[config.mk]
export PLATFORM = sky130hd
export DESIGN_NAME = sbp_port
export DESIGN_NICKNAME = d
export VERILOG_FILES = /design/src/logic/sbp_pkg.sv /design/src/logic/sbp_pin_ctrl.sv /design/src/logic/sbp_wake_det.sv /design/src/logic/sbp_port.sv
export VERILOG_INCLUDE_DIRS = /design/src /design/src/logic
export SDC_FILE = /design/constraint.sdc
export NUM_CORES = 1
export LEC_CHECK = 0
export BUFFER_PORTS_ARGS = -buffer_cell sky130_fd_sc_hd__buf_2
export CORE_MARGIN = 8
export CORE_UTILIZATION = 35
export CTS_CLUSTER_DIAMETER = 80
export CTS_CLUSTER_SIZE = 20
export DETAILED_ROUTE_END_ITERATION = 8
export PLACE_DENSITY = 0.71
export SETUP_SLACK_MARGIN = 0.3
export SLEW_MARGIN = 10
export SYNTH_ARGS = -nofsm -noshare
export SYNTH_HDL_FRONTEND = slang
export SYNTH_SLANG_ARGS = --single-unit
[constraint.sdc]
create_clock -name mclk_in -period 2.5 [get_ports mclk_in]
set_input_delay 0.5 -clock mclk_in [delete_from_list [all_inputs] [get_ports mclk_in]]
set_output_delay 0.5 -clock mclk_in [all_outputs]
set_load 0.05 [all_outputs]
[src/logic/sbp_map.svh]
/*
 Offsets, field positions, reset values and the wake mask for the dual six-bit port.
 Assumes inclusion by bare name from any design file.
*/
`ifndef SBP_MAP_SVH
`define SBP_MAP_SVH
`define SBP_ADDR_STATUS 8'h03
`define SBP_ADDR_PORT1 8'h06
`define SBP_ADDR_PORT2 8'h07
`define SBP_DIR_RESET 6'h3f
`define SBP_OPT_RESET 8'hff
`define SBP_OPT_WAKE_DIS 7
`define SBP_OPT_PULL_DIS 6
`define SBP_OPT_TSRC 5
`define SBP_STAT_WAKE 7
`define SBP_INPUT_ONLY_BIT 3
`define SBP_TIMER_PIN_BIT 5
`define SBP_WAKE_MASK 6'h1b
`endif

[src/logic/sbp_pkg.sv]
/*
 Types shared by the dual six-bit port files.
 Assumes nothing beyond a SystemVerilog compiler.
*/
`default_nettype none
package sbp_pkg;
  typedef enum logic [1:0] {
    SBP_RUN,
    SBP_SLEEP,
    SBP_WAKE
  } sbp_pwr_t;
  typedef logic [5:0] sbp_bits_t;
endpackage
`default_nettype wire

[src/logic/sbp_pin_ctrl.sv]
/*
 Per-pin driver and pull-up control for one six-bit port.
 Assumes the caller supplies direction, latch and per-pin overrides.
*/
`include "sbp_map.svh"
`default_nettype none
module sbp_pin_ctrl #(
  parameter int WIDTH = 6
) (
  // Control
  input wire logic [WIDTH-1:0] dir_in,
  input wire logic [WIDTH-1:0] latch_in,
  input wire logic [WIDTH-1:0] no_drive_in,
  input wire logic [WIDTH-1:0] pull_cap_in,
  input wire logic pull_en_in,
  // Pins
  output logic [WIDTH-1:0] pin_out,
  output logic [WIDTH-1:0] pin_oe_out,
  output logic [WIDTH-1:0] pullup_out
);
  genvar i;
  generate
    for (i = 0; i < WIDTH; i++) begin : g_pin
      // Zero drives the latch, one floats
      assign pin_oe_out[i] = ~dir_in[i] & ~no_drive_in[i];
      assign pin_out[i] = latch_in[i];
      // Output pins never pull up
      assign pullup_out[i] = pull_cap_in[i] & pull_en_in & dir_in[i];
    end
  endgenerate
endmodule
`default_nettype wire

[src/logic/sbp_wake_det.sv]
/*
 Pin-change wake detector for the capable pins of the first port.
 Assumes the last-read snapshot is held by the caller.
*/
`default_nettype none
module sbp_wake_det (
  // Inputs
  input wire logic [5:0] pins_in,
  input wire logic [5:0] snap_in,
  input wire logic [5:0] cap_in,
  input wire logic enable_in,
  // Result
  output logic change_out
);
  assign change_out = enable_in & |((pins_in ^ snap_in) & cap_in);
endmodule
`default_nettype wire

[src/logic/sbp_port.sv]
/*
 Dual six-bit I/O port with direction registers, shared pull-ups and
 wake-on-change, plus the wake flag of the status register.
 Assumes the CPU core issues one register access per enabled instruction
 cycle and that pins are synchronous to mclk_in.
*/
// Overview of operation
// - Port reads return pin levels, not latches
// - Reset makes every pin a floating input
// - Port one: six pins, top bits zero
// - Port two: six pins, top bits zero
// - Port one bit three is input only
// - Alternate-function pins read as zero
// - Port one bits 0,1,3,4 pull up and wake
// - One global pull-up control, one global wake control
// - Reset-pin mode kills bit three pull-up and wake
// - Direction-load copies working register to direction
// - Direction one floats, zero drives latch
// - Direction registers write-only, reset to ones
// - Port two bit five may follow timer
// - Output latches hold until rewritten
// - Reads sample pins at read time
// - Bit set/clear rewrites whole latch from pins
// - Wake flag set by wake reset only
// - Timer source select takes port two bit five
// - Output pins lose pull-up and wake
// - Option bits seven, six active-low enables
`include "sbp_map.svh"
`default_nettype none
module sbp_port #(
  parameter int WIDTH = 6
) (
  // Clock and reset
  input wire logic mclk_in,
  input wire logic sys_rst_in,
  input wire logic clk_en_in,
  // Register file access
  input wire logic [7:0] addr_in,
  input wire logic wr_en_in,
  input wire logic rd_en_in,
  input wire logic [7:0] wdata_in,
  output logic [7:0] rdata_out,
  // Bit set/clear instructions
  input wire logic bit_op_in,
  input wire logic bit_set_in,
  input wire logic [2:0] bit_sel_in,
  // Direction and option load
  input wire logic dir_load_one_in,
  input wire logic dir_load_two_in,
  input wire logic opt_load_in,
  input wire logic [7:0] work_reg_in,
  // Configuration word and power state
  input wire logic [WIDTH-1:0] alt_one_in,
  input wire logic [WIDTH-1:0] alt_two_in,
  input wire logic ext_reset_mode_in,
  input wire logic sleep_in,
  // Pins of port one
  input wire logic [WIDTH-1:0] port_one_pin_in,
  output logic [WIDTH-1:0] port_one_pin_out,
  output logic [WIDTH-1:0] port_one_oe_out,
  output logic [WIDTH-1:0] port_one_pullup_out,
  // Pins of port two
  input wire logic [WIDTH-1:0] port_two_pin_in,
  output logic [WIDTH-1:0] port_two_pin_out,
  output logic [WIDTH-1:0] port_two_oe_out,
  // Timer and wake
  output logic timer_ext_clock_out,
  output logic timer_source_select_out,
  output logic wake_reset_out,
  output logic wake_on_change_flag_out
);
  logic [WIDTH-1:0] direction_reg_one_q;
  logic [WIDTH-1:0] direction_reg_two_q;
  logic [7:0] timer_config_q;
  logic [WIDTH-1:0] latch_one_q;
  logic [WIDTH-1:0] latch_two_q;
  logic [WIDTH-1:0] snap_one_q;
  logic wake_flag_q;
  logic wake_pend_q;
  logic [7:0] rdata_q;
  sbp_pkg::sbp_pwr_t pwr_q;
  logic [WIDTH-1:0] read_one;
  logic [WIDTH-1:0] read_two;
  logic [WIDTH-1:0] rmw_val;
  logic [WIDTH-1:0] wake_cap;
  logic [WIDTH-1:0] no_drive_one;
  logic [WIDTH-1:0] no_drive_two;
  logic pull_en;
  logic wake_en;
  logic change;
  logic timer_src;
  logic wr_one;
  logic wr_two;
  logic bit_one;
  logic bit_two;

  // Live pin levels, alternate pins masked to zero
  assign read_one = port_one_pin_in & ~alt_one_in;
  assign read_two = port_two_pin_in & ~alt_two_in;

  assign timer_src = timer_config_q[`SBP_OPT_TSRC];
  assign pull_en = ~timer_config_q[`SBP_OPT_PULL_DIS];
  assign wake_en = ~timer_config_q[`SBP_OPT_WAKE_DIS];

  // Capable pins; the reset-pin mode drops bit three
  always_comb begin
    wake_cap = `SBP_WAKE_MASK;
    if (ext_reset_mode_in) begin
      wake_cap[`SBP_INPUT_ONLY_BIT] = 1'b0;
    end
  end

  // Bit three never drives; timer clock overrides bit five
  always_comb begin
    no_drive_one = '0;
    no_drive_one[`SBP_INPUT_ONLY_BIT] = 1'b1;
    no_drive_two = '0;
    no_drive_two[`SBP_TIMER_PIN_BIT] = timer_src;
  end

  assign wr_one = clk_en_in & wr_en_in & (addr_in == `SBP_ADDR_PORT1);
  assign wr_two = clk_en_in & wr_en_in & (addr_in == `SBP_ADDR_PORT2);
  assign bit_one = clk_en_in & bit_op_in & (addr_in == `SBP_ADDR_PORT1) & (bit_sel_in < 3'h6);
  assign bit_two = clk_en_in & bit_op_in & (addr_in == `SBP_ADDR_PORT2) & (bit_sel_in < 3'h6);

  // Read-modify-write takes pins, not latches
  always_comb begin
    rmw_val = (addr_in == `SBP_ADDR_PORT1) ? read_one : read_two;
    // Bits six and seven have no latch to touch
    if (bit_sel_in < 3'h6) begin
      rmw_val[bit_sel_in] = bit_set_in;
    end
  end

  // Direction registers, write-only
  always_ff @(posedge mclk_in) begin
    if (sys_rst_in) begin
      direction_reg_one_q <= `SBP_DIR_RESET;
      direction_reg_two_q <= `SBP_DIR_RESET;
    end else if (clk_en_in) begin
      if (dir_load_one_in) begin
        direction_reg_one_q <= work_reg_in[WIDTH-1:0];
      end
      if (dir_load_two_in) begin
        direction_reg_two_q <= work_reg_in[WIDTH-1:0];
      end
    end
  end

  // Timer configuration, also write-only
  always_ff @(posedge mclk_in) begin
    if (sys_rst_in) begin
      timer_config_q <= `SBP_OPT_RESET;
    end else if (clk_en_in && opt_load_in) begin
      timer_config_q <= work_reg_in;
    end
  end

  // Latches survive reset untouched
  always_ff @(posedge mclk_in) begin
    if (wr_one) begin
      latch_one_q <= wdata_in[WIDTH-1:0];
    end else if (bit_one) begin
      latch_one_q <= rmw_val;
    end
  end

  always_ff @(posedge mclk_in) begin
    if (wr_two) begin
      latch_two_q <= wdata_in[WIDTH-1:0];
    end else if (bit_two) begin
      latch_two_q <= rmw_val;
    end
  end

  // Read data register, port reads upper bits zero, status flag in bit seven
  always_ff @(posedge mclk_in) begin
    if (sys_rst_in) begin
      rdata_q <= 8'h00;
    end else if (clk_en_in && rd_en_in) begin
      unique case (addr_in)
        `SBP_ADDR_PORT1: rdata_q <= {2'b00, read_one};
        `SBP_ADDR_PORT2: rdata_q <= {2'b00, read_two};
        `SBP_ADDR_STATUS: rdata_q <= {wake_flag_q, 7'h00};
        default: rdata_q <= 8'h00;
      endcase
    end
  end
  assign rdata_out = rdata_q;

  // Snapshot of last read for change detect
  always_ff @(posedge mclk_in) begin
    if (sys_rst_in) begin
      snap_one_q <= '0;
    end else if (clk_en_in && ((rd_en_in && addr_in == `SBP_ADDR_PORT1) || bit_one)) begin
      snap_one_q <= read_one;
    end
  end

  sbp_wake_det u_wake (
    .pins_in(read_one),
    .snap_in(snap_one_q),
    .cap_in(wake_cap & direction_reg_one_q),
    .enable_in(wake_en),
    .change_out(change)
  );

  // Power state and wake reset request
  always_ff @(posedge mclk_in) begin
    if (sys_rst_in) begin
      pwr_q <= sbp_pkg::SBP_RUN;
    end else if (clk_en_in) begin
      unique case (pwr_q)
        sbp_pkg::SBP_RUN: if (sleep_in) pwr_q <= sbp_pkg::SBP_SLEEP;
        sbp_pkg::SBP_SLEEP: if (change) pwr_q <= sbp_pkg::SBP_WAKE;
        sbp_pkg::SBP_WAKE: pwr_q <= sbp_pkg::SBP_WAKE;
        default: pwr_q <= sbp_pkg::SBP_RUN;
      endcase
    end
  end
  assign wake_reset_out = (pwr_q == sbp_pkg::SBP_WAKE);

  // Cause kept through a long reset, so a held reset cannot lose it
  always_ff @(posedge mclk_in) begin
    if (sys_rst_in) begin
      if (wake_reset_out) begin
        wake_pend_q <= 1'b1;
      end
    end else if (clk_en_in) begin
      wake_pend_q <= wake_reset_out;
    end
  end

  // Flag set only by a wake-caused reset
  always_ff @(posedge mclk_in) begin
    if (sys_rst_in) begin
      if (wake_pend_q || wake_reset_out) begin
        wake_flag_q <= 1'b1;
      end else begin
        wake_flag_q <= 1'b0;
      end
    end
  end
  assign wake_on_change_flag_out = wake_flag_q;

  sbp_pin_ctrl #(.WIDTH(WIDTH)) u_one (
    .dir_in(direction_reg_one_q),
    .latch_in(latch_one_q),
    .no_drive_in(no_drive_one),
    .pull_cap_in(wake_cap),
    .pull_en_in(pull_en),
    .pin_out(port_one_pin_out),
    .pin_oe_out(port_one_oe_out),
    .pullup_out(port_one_pullup_out)
  );

  sbp_pin_ctrl #(.WIDTH(WIDTH)) u_two (
    .dir_in(direction_reg_two_q),
    .latch_in(latch_two_q),
    .no_drive_in(no_drive_two),
    .pull_cap_in('0),
    .pull_en_in(1'b0),
    .pin_out(port_two_pin_out),
    .pin_oe_out(port_two_oe_out),
    .pullup_out()
  );

  assign timer_ext_clock_out = timer_src & port_two_pin_in[`SBP_TIMER_PIN_BIT];
  assign timer_source_select_out = timer_src;

  // Checks
  dir_reset_a: assert property (@(posedge mclk_in)
    sys_rst_in |=> port_one_oe_out == '0 && port_two_oe_out == '0)
    else $error("pins drive after reset");
  in_only_a: assert property (@(posedge mclk_in) !port_one_oe_out[`SBP_INPUT_ONLY_BIT])
    else $error("input-only pin driven");
  dir_load_a: assert property (@(posedge mclk_in) disable iff (sys_rst_in)
    clk_en_in && dir_load_one_in |=> direction_reg_one_q == $past(work_reg_in[WIDTH-1:0]))
    else $error("direction load lost");
  dir_load_two_a: assert property (@(posedge mclk_in) disable iff (sys_rst_in)
    clk_en_in && dir_load_two_in |=> direction_reg_two_q == $past(work_reg_in[WIDTH-1:0]))
    else $error("direction load two lost");
  read_pins_a: assert property (@(posedge mclk_in) disable iff (sys_rst_in)
    clk_en_in && rd_en_in && addr_in == `SBP_ADDR_PORT1 |=> rdata_out == {2'b00, $past(read_one)})
    else $error("port read not pin level");
  read_two_a: assert property (@(posedge mclk_in) disable iff (sys_rst_in)
    clk_en_in && rd_en_in && addr_in == `SBP_ADDR_PORT2 |=> rdata_out == {2'b00, $past(read_two)})
    else $error("port two read not pin level");
  upper_zero_a: assert property (@(posedge mclk_in) disable iff (sys_rst_in)
    clk_en_in && rd_en_in && addr_in == `SBP_ADDR_PORT2 |=> rdata_out[7:6] == 2'b00)
    else $error("upper bits not zero");
  upper_one_a: assert property (@(posedge mclk_in) disable iff (sys_rst_in)
    clk_en_in && rd_en_in && addr_in == `SBP_ADDR_PORT1 |=> rdata_out[7:6] == 2'b00)
    else $error("port one upper bits not zero");
  alt_zero_a: assert property (@(posedge mclk_in) disable iff (sys_rst_in)
    clk_en_in && rd_en_in && addr_in == `SBP_ADDR_PORT1 |=> (rdata_out[5:0] & $past(alt_one_in)) == '0)
    else $error("alternate pin not zero");
  stat_read_a: assert property (@(posedge mclk_in) disable iff (sys_rst_in)
    clk_en_in && rd_en_in && addr_in == `SBP_ADDR_STATUS |=> rdata_out == {$past(wake_flag_q), 7'h00})
    else $error("status read wrong");
  out_no_pull_a: assert property (@(posedge mclk_in) (port_one_pullup_out & ~direction_reg_one_q) == '0)
    else $error("pull-up on output");
  cap_mask_a: assert property (@(posedge mclk_in) (port_one_pullup_out & ~`SBP_WAKE_MASK) == '0)
    else $error("pull-up on incapable pin");
  pull_off_a: assert property (@(posedge mclk_in)
    timer_config_q[`SBP_OPT_PULL_DIS] |-> port_one_pullup_out == '0)
    else $error("pull-up while disabled");
  pull_share_a: assert property (@(posedge mclk_in)
    pull_en && !ext_reset_mode_in |-> port_one_pullup_out == (`SBP_WAKE_MASK & direction_reg_one_q))
    else $error("pull-up not global");
  tmr_pin_a: assert property (@(posedge mclk_in) timer_src |-> !port_two_oe_out[`SBP_TIMER_PIN_BIT])
    else $error("timer pin driven");
  latch_hold_a: assert property (@(posedge mclk_in) !wr_two && !bit_two |=> $stable(latch_two_q))
    else $error("latch changed unwritten");
  latch_one_a: assert property (@(posedge mclk_in) !wr_one && !bit_one |=> $stable(latch_one_q))
    else $error("latch one changed unwritten");
  rmw_a: assert property (@(posedge mclk_in)
    bit_one && !wr_one |=> latch_one_q == $past(rmw_val))
    else $error("bit operation lost");
  freeze_a: assert property (@(posedge mclk_in)
    !clk_en_in && !sys_rst_in |=> $stable(direction_reg_one_q) && $stable(timer_config_q) && $stable(latch_one_q))
    else $error("state moved while frozen");
  reset_pull_a: assert property (@(posedge mclk_in)
    ext_reset_mode_in |-> !port_one_pullup_out[`SBP_INPUT_ONLY_BIT])
    else $error("reset pin pulled up");
  sleep_a: assert property (@(posedge mclk_in) disable iff (sys_rst_in)
    clk_en_in && pwr_q == sbp_pkg::SBP_RUN && sleep_in |=> pwr_q == sbp_pkg::SBP_SLEEP)
    else $error("sleep not entered");
  wake_rst_a: assert property (@(posedge mclk_in) disable iff (sys_rst_in)
    clk_en_in && pwr_q == sbp_pkg::SBP_SLEEP && change |=> wake_reset_out)
    else $error("pin change did not wake");
  wake_dis_a: assert property (@(posedge mclk_in) disable iff (sys_rst_in)
    clk_en_in && pwr_q == sbp_pkg::SBP_SLEEP && !wake_en |=> !wake_reset_out)
    else $error("wake while disabled");
  wake_flag_a: assert property (@(posedge mclk_in)
    sys_rst_in && !wake_pend_q && !wake_reset_out |=> !wake_on_change_flag_out)
    else $error("wake flag without wake");
  wake_set_a: assert property (@(posedge mclk_in) sys_rst_in && wake_reset_out |=> wake_on_change_flag_out)
    else $error("wake flag missed");

  // Main scenarios
  wake_c: cover property (@(posedge mclk_in) pwr_q == sbp_pkg::SBP_SLEEP ##1 wake_reset_out);
  rmw_c: cover property (@(posedge mclk_in) bit_one);
  dir_c: cover property (@(posedge mclk_in) clk_en_in && dir_load_two_in);
  freeze_c: cover property (@(posedge mclk_in) !clk_en_in && wr_en_in);
  flag_c: cover property (@(posedge mclk_in) sys_rst_in && wake_on_change_flag_out);
endmodule
`default_nettype wire

==> impl_results.md <==
- Net Switching: 0.000543 W
- Final Power: 0.00171 W
- CTS tree: built
- Layout cell share with drive strength beyond 1: 32.5%
- Comb power frac: 25.6%
- Setup Crit Path Kind: input port to flip-flop
- Initial Util: 35.7%
- Most common cell after layout, fill and taps aside: buf_2
- Htree depth: 2
- CORE AREA: 6720 um^2
- Total track usage: 13.6%
- PD cells: 554 nW/um^2
- CTS sink cnt: 42
- Cell Chain, Critical Path: buf_2, or4b_1, or3_1, a32o_1, mux2i_1
- Peak fanout along the critical path: 14
- DR vias/cell: 5.16
- CTS Buffer Depth: 2
- Max-cap violations: 0
- First-pass GRT wire length: 10.8 mm
- Detailed Route Iter0 Violations: 100
- Yosys cell types: 46
- Clock skew: 5.89 ps
- Seq pwr share: 45.1%
- Setup-failing EPs final: 0
- Int Pwr: 0.00116 W
- Final setup TNS: 0 ps
- Root buf cell: clkbuf_8
- IO buf count: 98
- DRT Pass-1 Iters: 4
- Clock latency on the worst-skew pair: 290 ps
- Synth Area in Compound Gates: 17.2%
- Pins Over Slew Limit: 0
- Final period utilization: 75.3%
- Critical Path Max Stage Delay: 560 ps
- Vias in the first global route: 2,339
- Final Hold Fails: 0
- Most frequent cells in the layout: buf_2, dfxtp_1, inv_1, mux2i_1, and3_1
- Final Critical Period: 1880 ps
- Fmax: 0.532 GHz
- Post-synthesis adder-cell area fraction: 1.57%
- Clock Power Share: 29.4%
- Core Util, Final: 45.9%
- Avg Inst Size Synth: 9.15 um^2
- Post-cts gate resize count: 0
- Largest family of logic cells by synthesized area: simple AND/OR/NAND/NOR gates
- Post-CTS Setup Repair Bufs: 0
- Post-Synth XOR/XNOR Area: 0.365%
- Yosys Warn Count: 0
- Die Area: 9750 um^2
- # IOs: 105
- Routability cong.: 0.914
- Max_slew headroom: 56.2%
- Setup WS pre-CTS: 309 ps
- Rows: 30
- Antenna violations before repair: 0
- Post-Synth Simple-Gate Area: 25.7%
- Hold WC Path Type: flip-flop to flip-flop
- Fin worst setup slack: 619 ps
- DR vias: 2,286
- DIE WIDTH: 98.8 um
- Grt ovf: 0
- Largest net degree at the start of global routing: 34
- Worst Path Required: 2640 ps
- Routed WL: 6.81 mm
- Routed Antenna Nets: 0
- Worst-margin pin slew: 650 ps
- Post-DP HPWL: 5.54 mm
- CTS Hold Buffers Added: 0
- RSZ-0062 raised after global routing: no
- Die height: 98.8 um
- Clock-pin transition on the worst setup and hold timing paths: 80 ps
- Status: completed
- Switching Fraction: 31.8%
- Drt drc: 0
- P_leak: 1.53 nW
- Peak supply drop: 0.379 mV
- Cell with the largest stage delay on the worst path: or4b_1
- Critical Path AT: 2020 ps
- Crit end category: flip-flop
- Sequential area share after synthesis: 40.9%
- Startpoint Class: input port
- Antenna cells: 0
- Gate Count Post-Synth: 262
- Synth-to-Final Area Change: 28.6%
- Post-synthesis mux area share: 8.09%
- Cell area after synthesis: 2400 um^2
- Post-DR wirelength/cell: 15.4 um
- Num CTS Buffers: 5
- Number of synthesized register bits: 42
- Layout Nets: 428
per-stage QoR:
step | hold WS, ps | cells | area (um^2)
floorplan | 435 | 265 | 2410
global placement | 443 | 435 | 2980
detailed placement | 458 | 435 | 2980
CTS | 475 | 443 | 3080
global route | 492 | 443 | 3080
finish | 471 | 443 | 3080
synthesized netlist by cell type (all sizes together):
library cell | n | area [um^2]
or2 | 2 | 12.5
a21oi | 10 | 50.1
a21boi | 1 | 7.51
ha | 3 | 37.5
a211o | 15 | 131
edfxtp | 14 | 420
dfxtp | 28 | 561
o2111ai | 2 | 17.5
mux2 | 3 | 33.8
and4 | 2 | 17.5
clkbuf | 8 | 30.0
mux2i | 16 | 160
o211a | 1 | 10.0
o211ai | 2 | 15.0
o32ai | 1 | 8.76
and3 | 16 | 100
or3 | 5 | 31.3
nor4b | 2 | 32.5
buf | 6 | 38.8
a2111oi | 2 | 17.5
and3b | 1 | 8.76
nand4b | 1 | 8.76
nor3 | 7 | 35.0
nor2b | 7 | 43.8
a22oi | 5 | 37.5
nor3b | 2 | 15.0
or4b | 2 | 20.0
a211oi | 1 | 7.51
nand2b | 15 | 93.8
inv | 20 | 75.1
and2 | 4 | 25.0
nand3 | 4 | 20.0
nand4 | 4 | 25.0
xor2 | 1 | 8.76
o22a | 2 | 17.5
o21ai | 10 | 50.1
nor2 | 14 | 52.6
nand2 | 15 | 56.3
conb | 1 | 3.75
a32o | 2 | 20.0
o31ai | 3 | 22.5
nor4bb | 1 | 10.0
nand3b | 1 | 7.51
state kept, by name (all words and copies together), names as in the netlist:
signal / flops
rdata_out: 7
direction_reg_one_q: 6
direction_reg_two_q: 6
latch_one_q: 6
latch_two_q: 6
snap_one_q: 4
timer_config_q: 3
pwr_q: 2
wake_on_change_flag_out: 1
wake_pend_q: 1
power by group through the flow:
stage	logic (W)	registers, W	clock network (W)
3_3_place_gp	0.000422	0.000783	0
6_report	0.000436	0.000769	0.000502
5_1_grt	0.000477	0.000774	0.000546
2_1_floorplan	0.000296	0.000792	0
4_1_cts	0.000436	0.000769	0.000516
3_5_place_dp	0.000433	0.000785	0
final cells by class:
class,instances,area (um^2)
fill,678,3640
multi-input combinational,189,1280
sequential,42,981
timing repair buffer,104,536
tap,80,100
clock buffer,6,93.8
inverter,20,75.1
clock inverter,2,13.8
metal layers:
metal	up-vias	wire (um)	track usage [%]
li1	1151	-	-
met3	8	637	5.36
met4	0	101	4.37
met2	95	3200	23.0
met5	-	0	0
met1	1032	2860	15.1
logic make-up after synthesis:
group	Yosys count
simple gates	105
compound gates	57
flops	42
buf+inv	34
mux	19
fa+ha+maj	3
other cells	1
xor+xnor	1
final timing paths:
path                        startpoint                   endpoint  slack, ps  cells past startpoint
min reg2reg  rdata_out[2]$_SDFFE_PP0P_  rdata_out[2]$_SDFFE_PP0P_        470                      2
min          rdata_out[2]$_SDFFE_PP0P_  rdata_out[2]$_SDFFE_PP0P_        470                      2
max reg2reg      pwr_q[1]$_SDFFE_PP0P_      pwr_q[0]$_SDFFE_PP0P_       1090                      6
max                         addr_in[0]   latch_two_q[3]$_DFFE_PP_        620                      5
critical path: cells and delay by family:
family,cells,cell delay (ps)
mux,1,140
compound gates,1,280
buf+inv,1,190
simple gates,2,910
Power figures use the tool's default switching activity.
